--- src/include/clock_tree_pkg.sv ---
// constants, offsets and reset values of the clock tree and reset initialisation block
package clock_tree_pkg;
	// ======================================================================
	// register offsets
	localparam logic [7:0] POWER_CONTROL_ADDR   = 8'h87;
	localparam logic [7:0] OSC_TRIM_ADDR        = 8'h96;
	localparam logic [7:0] WATCHDOG_CTRL_ADDR   = 8'hA7;
	localparam logic [7:0] PERIPH_PD_ADDR       = 8'hB5;
	localparam logic [7:0] RESET_CAUSE_ADDR     = 8'hDF;
	localparam logic [7:0] CLOCK_DIVIDER_ADDR   = 8'hF0;
	localparam logic [7:0] PIN_RELEASE_ADDR     = 8'hF1;
	localparam logic [7:0] CLOCK_CONFIG_ADDR    = 8'hF2;
	// ======================================================================
	// reset values
	localparam logic [7:0] POWER_CONTROL_RST    = 8'h00;
	localparam logic [7:0] PERIPH_PD_RST        = 8'h00;
	localparam logic [7:0] WATCHDOG_CTRL_RST    = 8'hE5;
	localparam logic [5:0] RESET_CAUSE_POR      = 6'h30;
	localparam logic [7:0] CLOCK_DIVIDER_RST    = 8'h00;
	// ======================================================================
	// field positions
	localparam int         WDOG_TIMEOUT_BIT     = 1;
	localparam int         CAUSE_EXT_BIT        = 0;
	localparam int         CAUSE_SOFT_BIT       = 1;
	localparam int         CAUSE_WDOG_BIT       = 2;
	localparam int         CAUSE_BREAK_BIT      = 3;
	localparam int         CAUSE_POWER_ON_BIT   = 4;
	localparam int         CAUSE_BROWNOUT_BIT   = 5;
	localparam logic [7:0] TRIM_WRITE_MASK      = 8'h7F;
	// ======================================================================
	// root clock sources and crystal ranges
	typedef enum logic [1:0] {SRC_WATCHDOG_OSC, SRC_RC_OSC, SRC_CRYSTAL, SRC_EXTERNAL} clock_source_t;
	typedef enum logic [1:0] {XTAL_LOW, XTAL_MEDIUM, XTAL_HIGH, XTAL_UNUSED} xtal_range_t;
	localparam int         XTAL_MIN_KHZ         = 20;
	localparam int         XTAL_MAX_KHZ         = 12000;
	// ======================================================================
	// timing
	localparam int         CLK_KHZ              = 40000;
	localparam int         RC_NOMINAL_KHZ       = 7373;
	localparam int         RC_ACC_BITS          = 16;
	localparam logic [16:0] RC_STEP             = 17'((longint'(RC_NOMINAL_KHZ) << RC_ACC_BITS) / CLK_KHZ);
	localparam int         WAKE_XTAL_OSC_CYCLES = 992;
	localparam int         WAKE_OTHER_OSC_CYCLES = 224;
	localparam int         WAKE_EXTRA_US        = 60;
	localparam int         WAKE_EXTRA_CYCLES    = (WAKE_EXTRA_US * CLK_KHZ + 999) / 1000;
endpackage

--- src/logic/clock_tree_reset_init.sv ---
// clock tree, cpu clock divider, wake-up hold and reset-dependent register initialisation
// Function
// - the oscillator clock comes from exactly one of four sources and feeds the cpu clock divider.
// - the cpu clock is the divider output and a machine cycle spans two cpu clock cycles.
// - the peripheral clock runs at half the cpu clock rate.
// - an internal rc oscillator provides a nominal 7.373 MHz source clock.
// - the source choice is fixed by non-volatile configuration, not by a run-time register.
// - the crystal oscillator offers low, medium and high ranges covering 20 kHz to 12 MHz.
// - after power-up every port pin stays input only until software reconfigures it.
// - the reset cause register records the last reset source and reads xx110000 after power-up.
// - after power-on reset the watchdog control register reads 111001x1.
// - the watchdog timeout flag is set by a watchdog reset, cleared by power-on, kept by others.
// - the trim register takes the factory value on power-on reset only.
// - trim and watchdog control are touched by power-on reset alone, save the timeout flag that a watchdog reset sets.
// - the divider divides by up to 510 and may be changed at any time without stopping.
// - on wake-up the cpu clock is held off 992 or 224 oscillator cycles plus at least 60 us.
`timescale 1ns/1ps
module clock_tree_reset_init #(
	parameter int WAKE_EXTRA = clock_tree_pkg::WAKE_EXTRA_CYCLES
) (
	// clock and power-on reset
	input  wire logic       clk,
	input  wire logic       rst_n,
	// non-volatile configuration and factory trim
	input  wire logic [1:0] cfg_clock_source,
	input  wire logic [1:0] cfg_xtal_range,
	input  wire logic [6:0] factory_trim,
	// external oscillator edges, one-cycle pulses
	input  wire logic       watchdog_osc_tick,
	input  wire logic       crystal_osc_tick,
	input  wire logic       external_clk_tick,
	// non power-on reset events and wake-up request
	input  wire logic       rst_external,
	input  wire logic       rst_software,
	input  wire logic       rst_watchdog,
	input  wire logic       rst_break,
	input  wire logic       rst_brownout,
	input  wire logic       wake_req,
	// register port
	input  wire logic [7:0] reg_addr,
	input  wire logic [7:0] reg_wdata,
	input  wire logic       reg_wr,
	input  wire logic       reg_rd,
	output logic      [7:0] reg_rdata,
	// clocks and status
	output logic            oscillator_clock,
	output logic            cpu_core_clock,
	output logic            machine_cycle,
	output logic            peripheral_clock,
	output logic            cpu_clock_hold,
	output logic            pins_input_only,
	output logic      [6:0] trim_value,
	output logic      [2:0] watchdog_prescale,
	output logic            watchdog_run,
	output logic            watchdog_clock_select,
	output logic      [1:0] xtal_gain
);
	// ======================================================================
	// state
	typedef struct packed {
		logic [15:0] rc_acc;
		logic        rc_tick;
		logic        osc_tick;
		logic [8:0]  div_cnt;
		logic        cpu_tick;
		logic        half_phase;
		logic        machine_tick;
		logic        periph_tick;
		logic        hold;
		logic [9:0]  hold_osc;
		logic [15:0] hold_extra;
		logic [7:0]  power_control;
		logic [7:0]  periph_pd;
		logic [6:0]  trim;
		logic [7:0]  watchdog_control;
		logic [5:0]  reset_cause;
		logic [7:0]  divider;
		logic        input_only;
		logic        por_load;
		logic [7:0]  rdata;
		logic [1:0]  gain;
	} state_t;

	state_t state_reg;
	state_t state_next;

	// ======================================================================
	// address decode
	function automatic logic addr_is(input logic [7:0] a, input logic [7:0] target);
		addr_is = (a == target);
	endfunction

	logic [16:0] rc_sum;
	logic        src_tick;
	logic        any_reset;
	logic [9:0]  hold_target;
	logic [8:0]  div_last;

	always_comb
	begin
		state_next = state_reg;
		// internal rc oscillator as a phase accumulator
		rc_sum = {1'b0, state_reg.rc_acc} + clock_tree_pkg::RC_STEP;
		state_next.rc_acc = rc_sum[15:0];
		state_next.rc_tick = rc_sum[16];
		// root clock picked straight from the configuration pins
		case (clock_tree_pkg::clock_source_t'(cfg_clock_source))
			clock_tree_pkg::SRC_WATCHDOG_OSC: src_tick = watchdog_osc_tick;
			clock_tree_pkg::SRC_RC_OSC:       src_tick = state_reg.rc_tick;
			clock_tree_pkg::SRC_CRYSTAL:      src_tick = crystal_osc_tick;
			default:                          src_tick = external_clk_tick;
		endcase
		state_next.osc_tick = src_tick;
		// crystal drive range
		case (clock_tree_pkg::xtal_range_t'(cfg_xtal_range))
			clock_tree_pkg::XTAL_LOW:    state_next.gain = 2'h1;
			clock_tree_pkg::XTAL_MEDIUM: state_next.gain = 2'h2;
			default:                     state_next.gain = 2'h3;
		endcase
		// divide by 2N, or by one when N is zero; compare with >= so a shrinking N never hangs
		div_last = (state_reg.divider == 8'h00) ? 9'h000 : {state_reg.divider, 1'b0} - 9'h001;
		state_next.cpu_tick = 1'b0;
		if (state_reg.osc_tick)
		begin
			if (state_reg.div_cnt >= div_last)
			begin
				state_next.div_cnt = 9'h000;
				state_next.cpu_tick = !state_reg.hold;
			end
			else
			begin
				state_next.div_cnt = state_reg.div_cnt + 9'h001;
			end
		end
		// machine cycle and peripheral clock both every second cpu clock
		state_next.machine_tick = 1'b0;
		state_next.periph_tick = 1'b0;
		if (state_reg.cpu_tick)
		begin
			state_next.half_phase = !state_reg.half_phase;
			state_next.machine_tick = state_reg.half_phase;
			state_next.periph_tick = state_reg.half_phase;
		end
		// wake-up hold: oscillator cycles first, then the fixed settling time
		hold_target = (cfg_clock_source == 2'(clock_tree_pkg::SRC_CRYSTAL)) ?
			10'(clock_tree_pkg::WAKE_XTAL_OSC_CYCLES) : 10'(clock_tree_pkg::WAKE_OTHER_OSC_CYCLES);
		if (wake_req && !state_reg.hold)
		begin
			state_next.hold = 1'b1;
			state_next.hold_osc = 10'h000;
			state_next.hold_extra = 16'h0000;
		end
		else if (state_reg.hold)
		begin
			if (state_reg.hold_osc < hold_target)
			begin
				if (state_reg.osc_tick)
					state_next.hold_osc = state_reg.hold_osc + 10'h001;
			end
			else if (state_reg.hold_extra < 16'(WAKE_EXTRA - 1))
			begin
				state_next.hold_extra = state_reg.hold_extra + 16'h0001;
			end
			else
			begin
				state_next.hold = 1'b0;
			end
		end
		// no cpu clock pulse may start in a cycle that ends inside the hold
		if (state_next.hold)
			state_next.cpu_tick = 1'b0;
		// factory trim caught in the first cycle after power-on release
		state_next.por_load = 1'b0;
		if (state_reg.por_load)
			state_next.trim = factory_trim;
		// register reads, data valid the next cycle
		state_next.rdata = 8'h00;
		if (reg_rd)
		begin
			if (addr_is(reg_addr, clock_tree_pkg::POWER_CONTROL_ADDR))
				state_next.rdata = state_reg.power_control;
			else if (addr_is(reg_addr, clock_tree_pkg::OSC_TRIM_ADDR))
				state_next.rdata = {1'b0, state_reg.trim};
			else if (addr_is(reg_addr, clock_tree_pkg::WATCHDOG_CTRL_ADDR))
				state_next.rdata = state_reg.watchdog_control;
			else if (addr_is(reg_addr, clock_tree_pkg::PERIPH_PD_ADDR))
				state_next.rdata = state_reg.periph_pd;
			else if (addr_is(reg_addr, clock_tree_pkg::RESET_CAUSE_ADDR))
				state_next.rdata = {2'b00, state_reg.reset_cause};
			else if (addr_is(reg_addr, clock_tree_pkg::CLOCK_DIVIDER_ADDR))
				state_next.rdata = state_reg.divider;
			else if (addr_is(reg_addr, clock_tree_pkg::PIN_RELEASE_ADDR))
				state_next.rdata = {7'h00, !state_reg.input_only};
			else if (addr_is(reg_addr, clock_tree_pkg::CLOCK_CONFIG_ADDR))
				state_next.rdata = {4'h0, cfg_xtal_range, cfg_clock_source};
			else
				state_next.rdata = 8'h00;
		end
		// register writes
		if (reg_wr)
		begin
			if (addr_is(reg_addr, clock_tree_pkg::POWER_CONTROL_ADDR))
				state_next.power_control = reg_wdata;
			else if (addr_is(reg_addr, clock_tree_pkg::OSC_TRIM_ADDR))
				state_next.trim = reg_wdata[6:0] & clock_tree_pkg::TRIM_WRITE_MASK[6:0];
			else if (addr_is(reg_addr, clock_tree_pkg::WATCHDOG_CTRL_ADDR))
			begin
				state_next.watchdog_control = {reg_wdata[7:5], 2'b00, reg_wdata[2], state_reg.watchdog_control[1], reg_wdata[0]};
				// timeout flag is cleared by writing zero
				if (!reg_wdata[clock_tree_pkg::WDOG_TIMEOUT_BIT])
					state_next.watchdog_control[clock_tree_pkg::WDOG_TIMEOUT_BIT] = 1'b0;
			end
			else if (addr_is(reg_addr, clock_tree_pkg::PERIPH_PD_ADDR))
				state_next.periph_pd = reg_wdata;
			else if (addr_is(reg_addr, clock_tree_pkg::RESET_CAUSE_ADDR))
				state_next.reset_cause = state_reg.reset_cause & reg_wdata[5:0];
			else if (addr_is(reg_addr, clock_tree_pkg::CLOCK_DIVIDER_ADDR))
				state_next.divider = reg_wdata;
			else if (addr_is(reg_addr, clock_tree_pkg::PIN_RELEASE_ADDR) && reg_wdata[0])
				state_next.input_only = 1'b0;
		end
		// non power-on resets: cause flags set after any software clear, trim and watchdog kept but for the timeout flag a watchdog reset sets
		any_reset = rst_external | rst_software | rst_watchdog | rst_break | rst_brownout;
		if (any_reset)
		begin
			state_next.reset_cause = {rst_brownout, 1'b0, rst_break, rst_watchdog, rst_software, rst_external};
			state_next.power_control = clock_tree_pkg::POWER_CONTROL_RST;
			state_next.periph_pd = clock_tree_pkg::PERIPH_PD_RST;
			state_next.divider = clock_tree_pkg::CLOCK_DIVIDER_RST;
			state_next.watchdog_control = state_reg.watchdog_control;
			// the factory load of the first cycle after power-on is not lost to an event
			if (!state_reg.por_load)
				state_next.trim = state_reg.trim;
			if (rst_watchdog)
				state_next.watchdog_control[clock_tree_pkg::WDOG_TIMEOUT_BIT] = 1'b1;
		end
	end

	always_ff @(posedge clk)
	begin
		if (!rst_n)
		begin
			state_reg <= '0;
			state_reg.reset_cause <= clock_tree_pkg::RESET_CAUSE_POR;
			state_reg.watchdog_control <= clock_tree_pkg::WATCHDOG_CTRL_RST;
			state_reg.power_control <= clock_tree_pkg::POWER_CONTROL_RST;
			state_reg.periph_pd <= clock_tree_pkg::PERIPH_PD_RST;
			state_reg.divider <= clock_tree_pkg::CLOCK_DIVIDER_RST;
			state_reg.input_only <= 1'b1;
			state_reg.por_load <= 1'b1;
			state_reg.gain <= 2'h3;
		end
		else
		begin
			state_reg <= state_next;
		end
	end

	// ======================================================================
	// outputs
	assign reg_rdata             = state_reg.rdata;
	assign oscillator_clock      = state_reg.osc_tick;
	assign cpu_core_clock        = state_reg.cpu_tick;
	assign machine_cycle         = state_reg.machine_tick;
	assign peripheral_clock      = state_reg.periph_tick;
	assign cpu_clock_hold        = state_reg.hold;
	assign pins_input_only       = state_reg.input_only;
	assign trim_value            = state_reg.trim;
	assign watchdog_prescale     = state_reg.watchdog_control[7:5];
	assign watchdog_run          = state_reg.watchdog_control[2];
	assign watchdog_clock_select = state_reg.watchdog_control[0];
	assign xtal_gain             = state_reg.gain;

	// ======================================================================
	// assertions
	a_rc_source_follow: assert property (@(posedge clk) disable iff (!rst_n)
		(cfg_clock_source == 2'h1) && $stable(cfg_clock_source) |=> oscillator_clock == $past(state_reg.rc_tick))
		else $error("oscillator clock does not follow rc source");
	a_machine_two_cpu: assert property (@(posedge clk) disable iff (!rst_n)
		machine_cycle |-> state_reg.half_phase == 1'b0)
		else $error("machine cycle not on second cpu clock");
	a_periph_half_rate: assert property (@(posedge clk) disable iff (!rst_n)
		peripheral_clock |-> $past(cpu_core_clock) && $past(state_reg.half_phase))
		else $error("peripheral clock not half the cpu clock");
	a_rc_tick_rate: assert property (@(posedge clk) disable iff (!rst_n)
		state_reg.rc_tick |=> !state_reg.rc_tick [*4])
		else $error("rc oscillator faster than nominal");
	a_pins_after_por: assert property (@(posedge clk)
		!rst_n |=> pins_input_only)
		else $error("pins not input only after power-up");
	a_cause_por_value: assert property (@(posedge clk)
		!rst_n |=> state_reg.reset_cause == 6'h30)
		else $error("reset cause wrong after power-up");
	a_watchdog_control_por_value: assert property (@(posedge clk)
		!rst_n |=> state_reg.watchdog_control == 8'hE5)
		else $error("watchdog control wrong after reset");
	a_wdog_flag_set: assert property (@(posedge clk) disable iff (!rst_n)
		rst_watchdog |=> state_reg.watchdog_control[1])
		else $error("watchdog reset did not set timeout flag");
	a_trim_kept: assert property (@(posedge clk) disable iff (!rst_n)
		(rst_external || rst_software || rst_brownout) && !state_reg.por_load |=> $stable(trim_value))
		else $error("trim changed by a non power-on reset");
	a_watchdog_control_kept: assert property (@(posedge clk) disable iff (!rst_n)
		(rst_external || rst_software) && !rst_watchdog |=> $stable(state_reg.watchdog_control))
		else $error("watchdog control changed by a non power-on reset");
	a_hold_no_cpu: assert property (@(posedge clk) disable iff (!rst_n)
		$rose(cpu_clock_hold) |=> !cpu_core_clock [*8])
		else $error("cpu clock ran during wake-up hold");
	a_hold_min_len: assert property (@(posedge clk) disable iff (!rst_n)
		$fell(cpu_clock_hold) |-> $past(state_reg.hold_extra) == 16'(WAKE_EXTRA - 1))
		else $error("wake-up hold ended early");
	a_hold_blocks_cpu: assert property (@(posedge clk) disable iff (!rst_n)
		cpu_clock_hold |-> !cpu_core_clock)
		else $error("cpu clock pulse inside wake-up hold");
	a_div_count_max: assert property (@(posedge clk) disable iff (!rst_n)
		state_reg.div_cnt <= 9'h1FD)
		else $error("divider count beyond divide by 510");
	a_divider_write: assert property (@(posedge clk) disable iff (!rst_n)
		reg_wr && (reg_addr == clock_tree_pkg::CLOCK_DIVIDER_ADDR) && !any_reset
		|=> state_reg.divider == $past(reg_wdata))
		else $error("divider value not taken at once");
	a_cause_external: assert property (@(posedge clk) disable iff (!rst_n)
		rst_external |=> state_reg.reset_cause[clock_tree_pkg::CAUSE_EXT_BIT])
		else $error("external reset not recorded");
	a_cause_software: assert property (@(posedge clk) disable iff (!rst_n)
		rst_software |=> state_reg.reset_cause[clock_tree_pkg::CAUSE_SOFT_BIT])
		else $error("software reset not recorded");
	a_cause_watchdog: assert property (@(posedge clk) disable iff (!rst_n)
		rst_watchdog |=> state_reg.reset_cause[clock_tree_pkg::CAUSE_WDOG_BIT])
		else $error("watchdog reset not recorded");
	a_cause_brownout: assert property (@(posedge clk) disable iff (!rst_n)
		rst_brownout |=> state_reg.reset_cause[clock_tree_pkg::CAUSE_BROWNOUT_BIT])
		else $error("brownout reset not recorded");
	a_trim_factory: assert property (@(posedge clk) disable iff (!rst_n)
		state_reg.por_load && !reg_wr |=> trim_value == $past(factory_trim))
		else $error("factory trim not loaded after power-on");
	a_pins_release: assert property (@(posedge clk) disable iff (!rst_n)
		reg_wr && (reg_addr == clock_tree_pkg::PIN_RELEASE_ADDR) && reg_wdata[0] |=> !pins_input_only)
		else $error("pins not released by software");
	a_source_crystal: assert property (@(posedge clk) disable iff (!rst_n)
		(cfg_clock_source == 2'h2) && $stable(cfg_clock_source) |=> oscillator_clock == $past(crystal_osc_tick))
		else $error("oscillator clock does not follow crystal source");
	a_gain_low_range: assert property (@(posedge clk) disable iff (!rst_n)
		(cfg_xtal_range == 2'h0) |=> xtal_gain == 2'h1)
		else $error("crystal drive wrong for low range");
endmodule // clock_tree_reset_init

--- config.mk ---
export PLATFORM = sky130hd
export DESIGN_NAME = clock_tree_reset_init
export DESIGN_NICKNAME = d
export VERILOG_FILES = /design/src/include/clock_tree_pkg.sv /design/src/logic/clock_tree_reset_init.sv
export SDC_FILE = /design/constraint.sdc
export NUM_CORES = 1
export LEC_CHECK = 0
export BUFFER_PORTS_ARGS = -buffer_cell sky130_fd_sc_hd__buf_2
export CORE_ASPECT_RATIO = 0.9
export CORE_MARGIN = 5
export CORE_UTILIZATION = 63
export CTS_CLUSTER_SIZE = 10
export DETAILED_ROUTE_END_ITERATION = 8
export PLACE_DENSITY = 0.94
export SLEW_MARGIN = 20
export SYNTH_ARGS = -nofsm -noshare
export SYNTH_HDL_FRONTEND = slang
export SYNTH_SLANG_ARGS = --single-unit
--- constraint.sdc ---
create_clock -name clk -period 6.6 [get_ports clk]
set_input_delay 0.66 -clock clk [delete_from_list [all_inputs] [get_ports clk]]
set_output_delay 0.66 -clock clk [all_outputs]
set_load 0.02 [all_outputs]
==> results.txt <==
----------------------------------------------------
[GRT]
  GRT Overall Usage ... 26.2%
  Via count of the first global-routing pass ... 4634
  Wire length of the first global-routing pass ... 22700 µm
  Initial antenna violation count ... 0
  Largest net degree at the start of global routing ... 41
  Remaining global-route overflow ... 0

[Floorplan]
  Core area ... 0.00865 mm²
  Starting density of the core ... 65.0%
  FP Rows ... 32
  Horiz. Die Dim ... 110 µm
  Boundary Pins ... 68
  Vert. Die Dim ... 99.6 µm
  Area enclosed by the die boundary ... 0.0109 mm²

[Finish]
  Count of antenna diodes in the layout ... 0
  Relative area change from synthesis to final layout ... 7.28%
  Total number of nets in the final design ... 729
  Filler Cells Inserted ... 683
  Largest register FFs ... 85
  Fraction of layout cells with a size suffix above 1 ... 16.1%
  Post-layout instance area ... 0.00603 mm²
  Final core occ ... 69.7%

[STA]
  RSZ-0062 raised after global routing ... false
  Setup violation total in the final timing report ... 0
  Worst slew slack as a fraction of its limit ... 33.1%
  Slew Viols, Final ... 0
  Worst clock skew on the final layout ... 0.0131 ns
  Worst hold slack after final layout ... 0.474 ns
  Setup TNS ... 0 ns
  Slew at the pin with the worst max-slew slack ... 1.00 ns
  Shortest period the worst path allows ... 2.73 ns
  Hold Vio Cnt, Final ... 0
  Post-route fraction of the period consumed by the critical path ... 41.4%
  Peak Freq ... 366 MHz

[Power and ir drop]
  NetSw ... 371 µW
  Sw Ratio ... 28.4%
  Power density relative to cell area ... 217 mW/mm²
  Peak supply drop ... 0.000165 V
  Internal power of the cells ... 934 µW
  Relative contribution of sequential cells to total power ... 57.2%
  Leakage power summed over all cells ... 0.00225 µW
  Fraction of power consumed by the clock network ... 30.2%
  Comb power frac ... 12.6%

[Synthesis]
  Synthesized net count ... 694
  Share of the yosys chip area belonging to registers ... 39.9%
  Gate count after technology mapping ... 637
  Number of enable flip-flop cells after synthesis ... 0
  Syn Area/Cell ... 8.82 µm²
  FF+latch count, synth ... 112
  Proportion of register bits with asynchronous set or reset after synthesis ... 0%
  Dominant register cell in the synthesized netlist ... sky130_fd_sc_hd__dfxtp_1
  Count of cell types in the netlist ... 75
  Post-synthesis cell area ... 0.00562 mm²
  Number of warnings issued by yosys ... 0

[Setup path]
  Crit Path Category ... flop to flop
  Maximum fanout along the worst path ... 9
  Element type at the critical path start ... flop
  Capturing instance or port of the critical path ... state_reg[91]$_SDFFE_PN0P_
  Crit path DAT ... 3.01 ns
  Destination of the worst register-to-register timing path ... state_reg[91]$_SDFFE_PN0P_
  Start point of the critical path ... state_reg[15]$_SDFFE_PP0P_
  Beginning of the worst register-to-register path ... state_reg[15]$_SDFFE_PP0P_
  Critical path endpoint category ... flop
  Number of cells on the worst reg-to-reg path ... 8
  Worst Path Required ... 6.88 ns
  Worst R2R Setup Slack ... 3.87 ns

[Placement]
  GP Congestion ... 1.01
  Cell area after placement ... 0.00584 mm²
  IO Port Bufs ... 67
  Final HPWL DP ... 10500 µm

[Clock tree]
  H-tree levels ... 3
  Clock buffer count from CTS ... 9
  Number of gates resized after CTS ... 0
  Clk Tree Root Cell ... sky130_fd_sc_hd__clkbuf_8
  Clock tree buffer depth ... 2
  Source-to-sink clock delay at the later pin of the worst-skew pair ... 0.38 ns
  Clock tree sinks ... 112
  Post-CTS setup repair buffer count ... 0
  Hold bufs inserted after CTS ... 0
  CTS tree ... yes
  Reg clk slew, reported paths ... 0.11 ns

[Status]
  Result of the run ... completed

[Route]
  Routed via count ... 4919
  Total detailed-routing wirelength ... 14400 µm
  Routed Antenna Nets ... 0
  Post-detailed-route via-to-cell ratio ... 6.18
  Number of remaining DRC errors ... 0
  Number of DRC violations after detailed-routing iteration 0 ... 447
  Mean routed wirelength per cell ... 18.1 µm
  Number of detailed-routing iterations run before antenna repair ... 7

[Worst hold path]
  Path class of the lowest-slack min-delay path ... primary input to flop

[Run]
  Total of max-cap violations ... 0

----------------------------------------------------
==> cell usage after synthesis, types with 15 or more instances <==
cell type,instances,area share (%)
sky130_fd_sc_hd__a21oi_1,22,2.0
sky130_fd_sc_hd__buf_4,23,3.1
sky130_fd_sc_hd__dfxtp_1,112,40
sky130_fd_sc_hd__ha_1,17,3.8
sky130_fd_sc_hd__mux2i_1,35,6.2
sky130_fd_sc_hd__nand2_1,49,3.3
sky130_fd_sc_hd__nand3_1,20,1.8
sky130_fd_sc_hd__nor2_1,93,6.2
sky130_fd_sc_hd__nor3_1,19,1.7
sky130_fd_sc_hd__o21ai_0,23,2.0
sky130_fd_sc_hd__xnor2_1,15,2.3
sky130_fd_sc_hd__xor2_1,19,3.0
==> worst min-delay path by stage <==
stage               cells past startpoint                    endpoint                 startpoint
finish                                  3  state_reg[25]$_SDFFE_PN1P_               rst_brownout
global route                            3  state_reg[25]$_SDFFE_PN1P_               rst_brownout
CTS                                     2   state_reg[110]$_SDFF_PN0_  state_reg[110]$_SDFF_PN0_
detailed placement                      1    state_reg[99]$_SDFF_PN0_   state_reg[99]$_SDFF_PN0_
global placement                        1    state_reg[99]$_SDFF_PN0_   state_reg[99]$_SDFF_PN0_
floorplan                               1    state_reg[99]$_SDFF_PN0_   state_reg[99]$_SDFF_PN0_
==> stage by stage <==
stage / cells / total power (µW) / worst slack [ns]
finish: 796 / 1310 / 3.87
global route: 796 / 1350 / 3.66
CTS: 796 / 1300 / 3.89
detailed placement: 780 / 920 / 3.67
global placement: 780 / 908 / 3.82
floorplan: 637 / 866 / 4.21
==> cells in the final DEF (no fill, tap or decap), types with 5 or more instances in the layout <==
| master | netlist | routed |
|---|---|---|
| sky130_fd_sc_hd__clkbuf_8 | 0 | 11 |
| sky130_fd_sc_hd__o211ai_1 | 5 | 5 |
| sky130_fd_sc_hd__a22oi_1 | 6 | 6 |
| sky130_fd_sc_hd__nor2b_1 | 11 | 11 |
| sky130_fd_sc_hd__a21oi_1 | 22 | 22 |
| sky130_fd_sc_hd__dfxtp_1 | 112 | 112 |
| sky130_fd_sc_hd__nand4_1 | 12 | 12 |
| sky130_fd_sc_hd__and3_1 | 10 | 10 |
| sky130_fd_sc_hd__nand2b_1 | 9 | 9 |
| sky130_fd_sc_hd__nand3_1 | 20 | 20 |
| sky130_fd_sc_hd__nor4_1 | 11 | 11 |
| sky130_fd_sc_hd__nor2_1 | 93 | 93 |
| sky130_fd_sc_hd__nor3_1 | 19 | 19 |
| sky130_fd_sc_hd__xor2_1 | 19 | 19 |
| sky130_fd_sc_hd__inv_1 | 14 | 14 |
| sky130_fd_sc_hd__and2_1 | 5 | 5 |
| sky130_fd_sc_hd__xnor2_1 | 15 | 15 |
| sky130_fd_sc_hd__ha_1 | 17 | 17 |
| sky130_fd_sc_hd__buf_2 | 4 | 67 |
| sky130_fd_sc_hd__mux2i_1 | 35 | 35 |
| sky130_fd_sc_hd__nand2_1 | 49 | 49 |
| sky130_fd_sc_hd__o21ai_0 | 23 | 23 |
==> power groups by stage <==
stage | Clock, µW | Combinational, µW | Sequential, µW
finish | 395 | 164 | 747
global route | 422 | 179 | 751
CTS | 395 | 162 | 745
detailed placement | 0 | 160 | 760
global placement | 0 | 152 | 757
floorplan | 0 | 116 | 751
==> layout make-up <==
| cell class | instances | area (µm²) | area share (%) |
|---|---|---|---|
| Tap cell | 119 | 149 | 2.47 |
| Multi-Input combinational cell | 467 | 3050 | 50.6 |
| Timing Repair Buffer | 68 | 343 | 5.69 |
| Clock inverter | 5 | 38.8 | 0.644 |
| Clock buffer | 11 | 151 | 2.51 |
| Sequential cell | 112 | 2240 | 37.2 |
| Inverter | 14 | 52.6 | 0.872 |
==> cells by family after synthesis <==
family | count (synthesis) | share of synthesized area (%)
adders and majority gates | 17 | 3.79
muxes | 38 | 7.04
buffers and inverters | 58 | 5.79
and+or+nand+nor | 279 | 25.8
DFF | 112 | 39.9
AOI/OAI and AO/OA | 99 | 12.4
xor gates and xnor gates | 34 | 5.30
==> layer usage <==
layer / global-route usage [%] / wire [µm] / vias up
li1: - / - / 2320
met1: 35.2 / 6040 / 2328
met2: 41.0 / 6730 / 240
met3: 7.66 / 1350 / 31
met4: 7.09 / 258 / 0
met5: 0 / 0 / -
==> worst max-delay path: stages, from the launching register on <==
cell                       delay [ns]
sky130_fd_sc_hd__dfxtp_1         0.39
sky130_fd_sc_hd__nor4_1          0.42
sky130_fd_sc_hd__nand3_1         0.34
sky130_fd_sc_hd__ha_1            0.36
sky130_fd_sc_hd__nand2b_1        0.15
sky130_fd_sc_hd__a211o_1         0.31
sky130_fd_sc_hd__a21oi_1         0.24
sky130_fd_sc_hd__nor2_1          0.14
sky130_fd_sc_hd__o32ai_1         0.29
No activity file was read; power rests on OpenSTA's default activity.
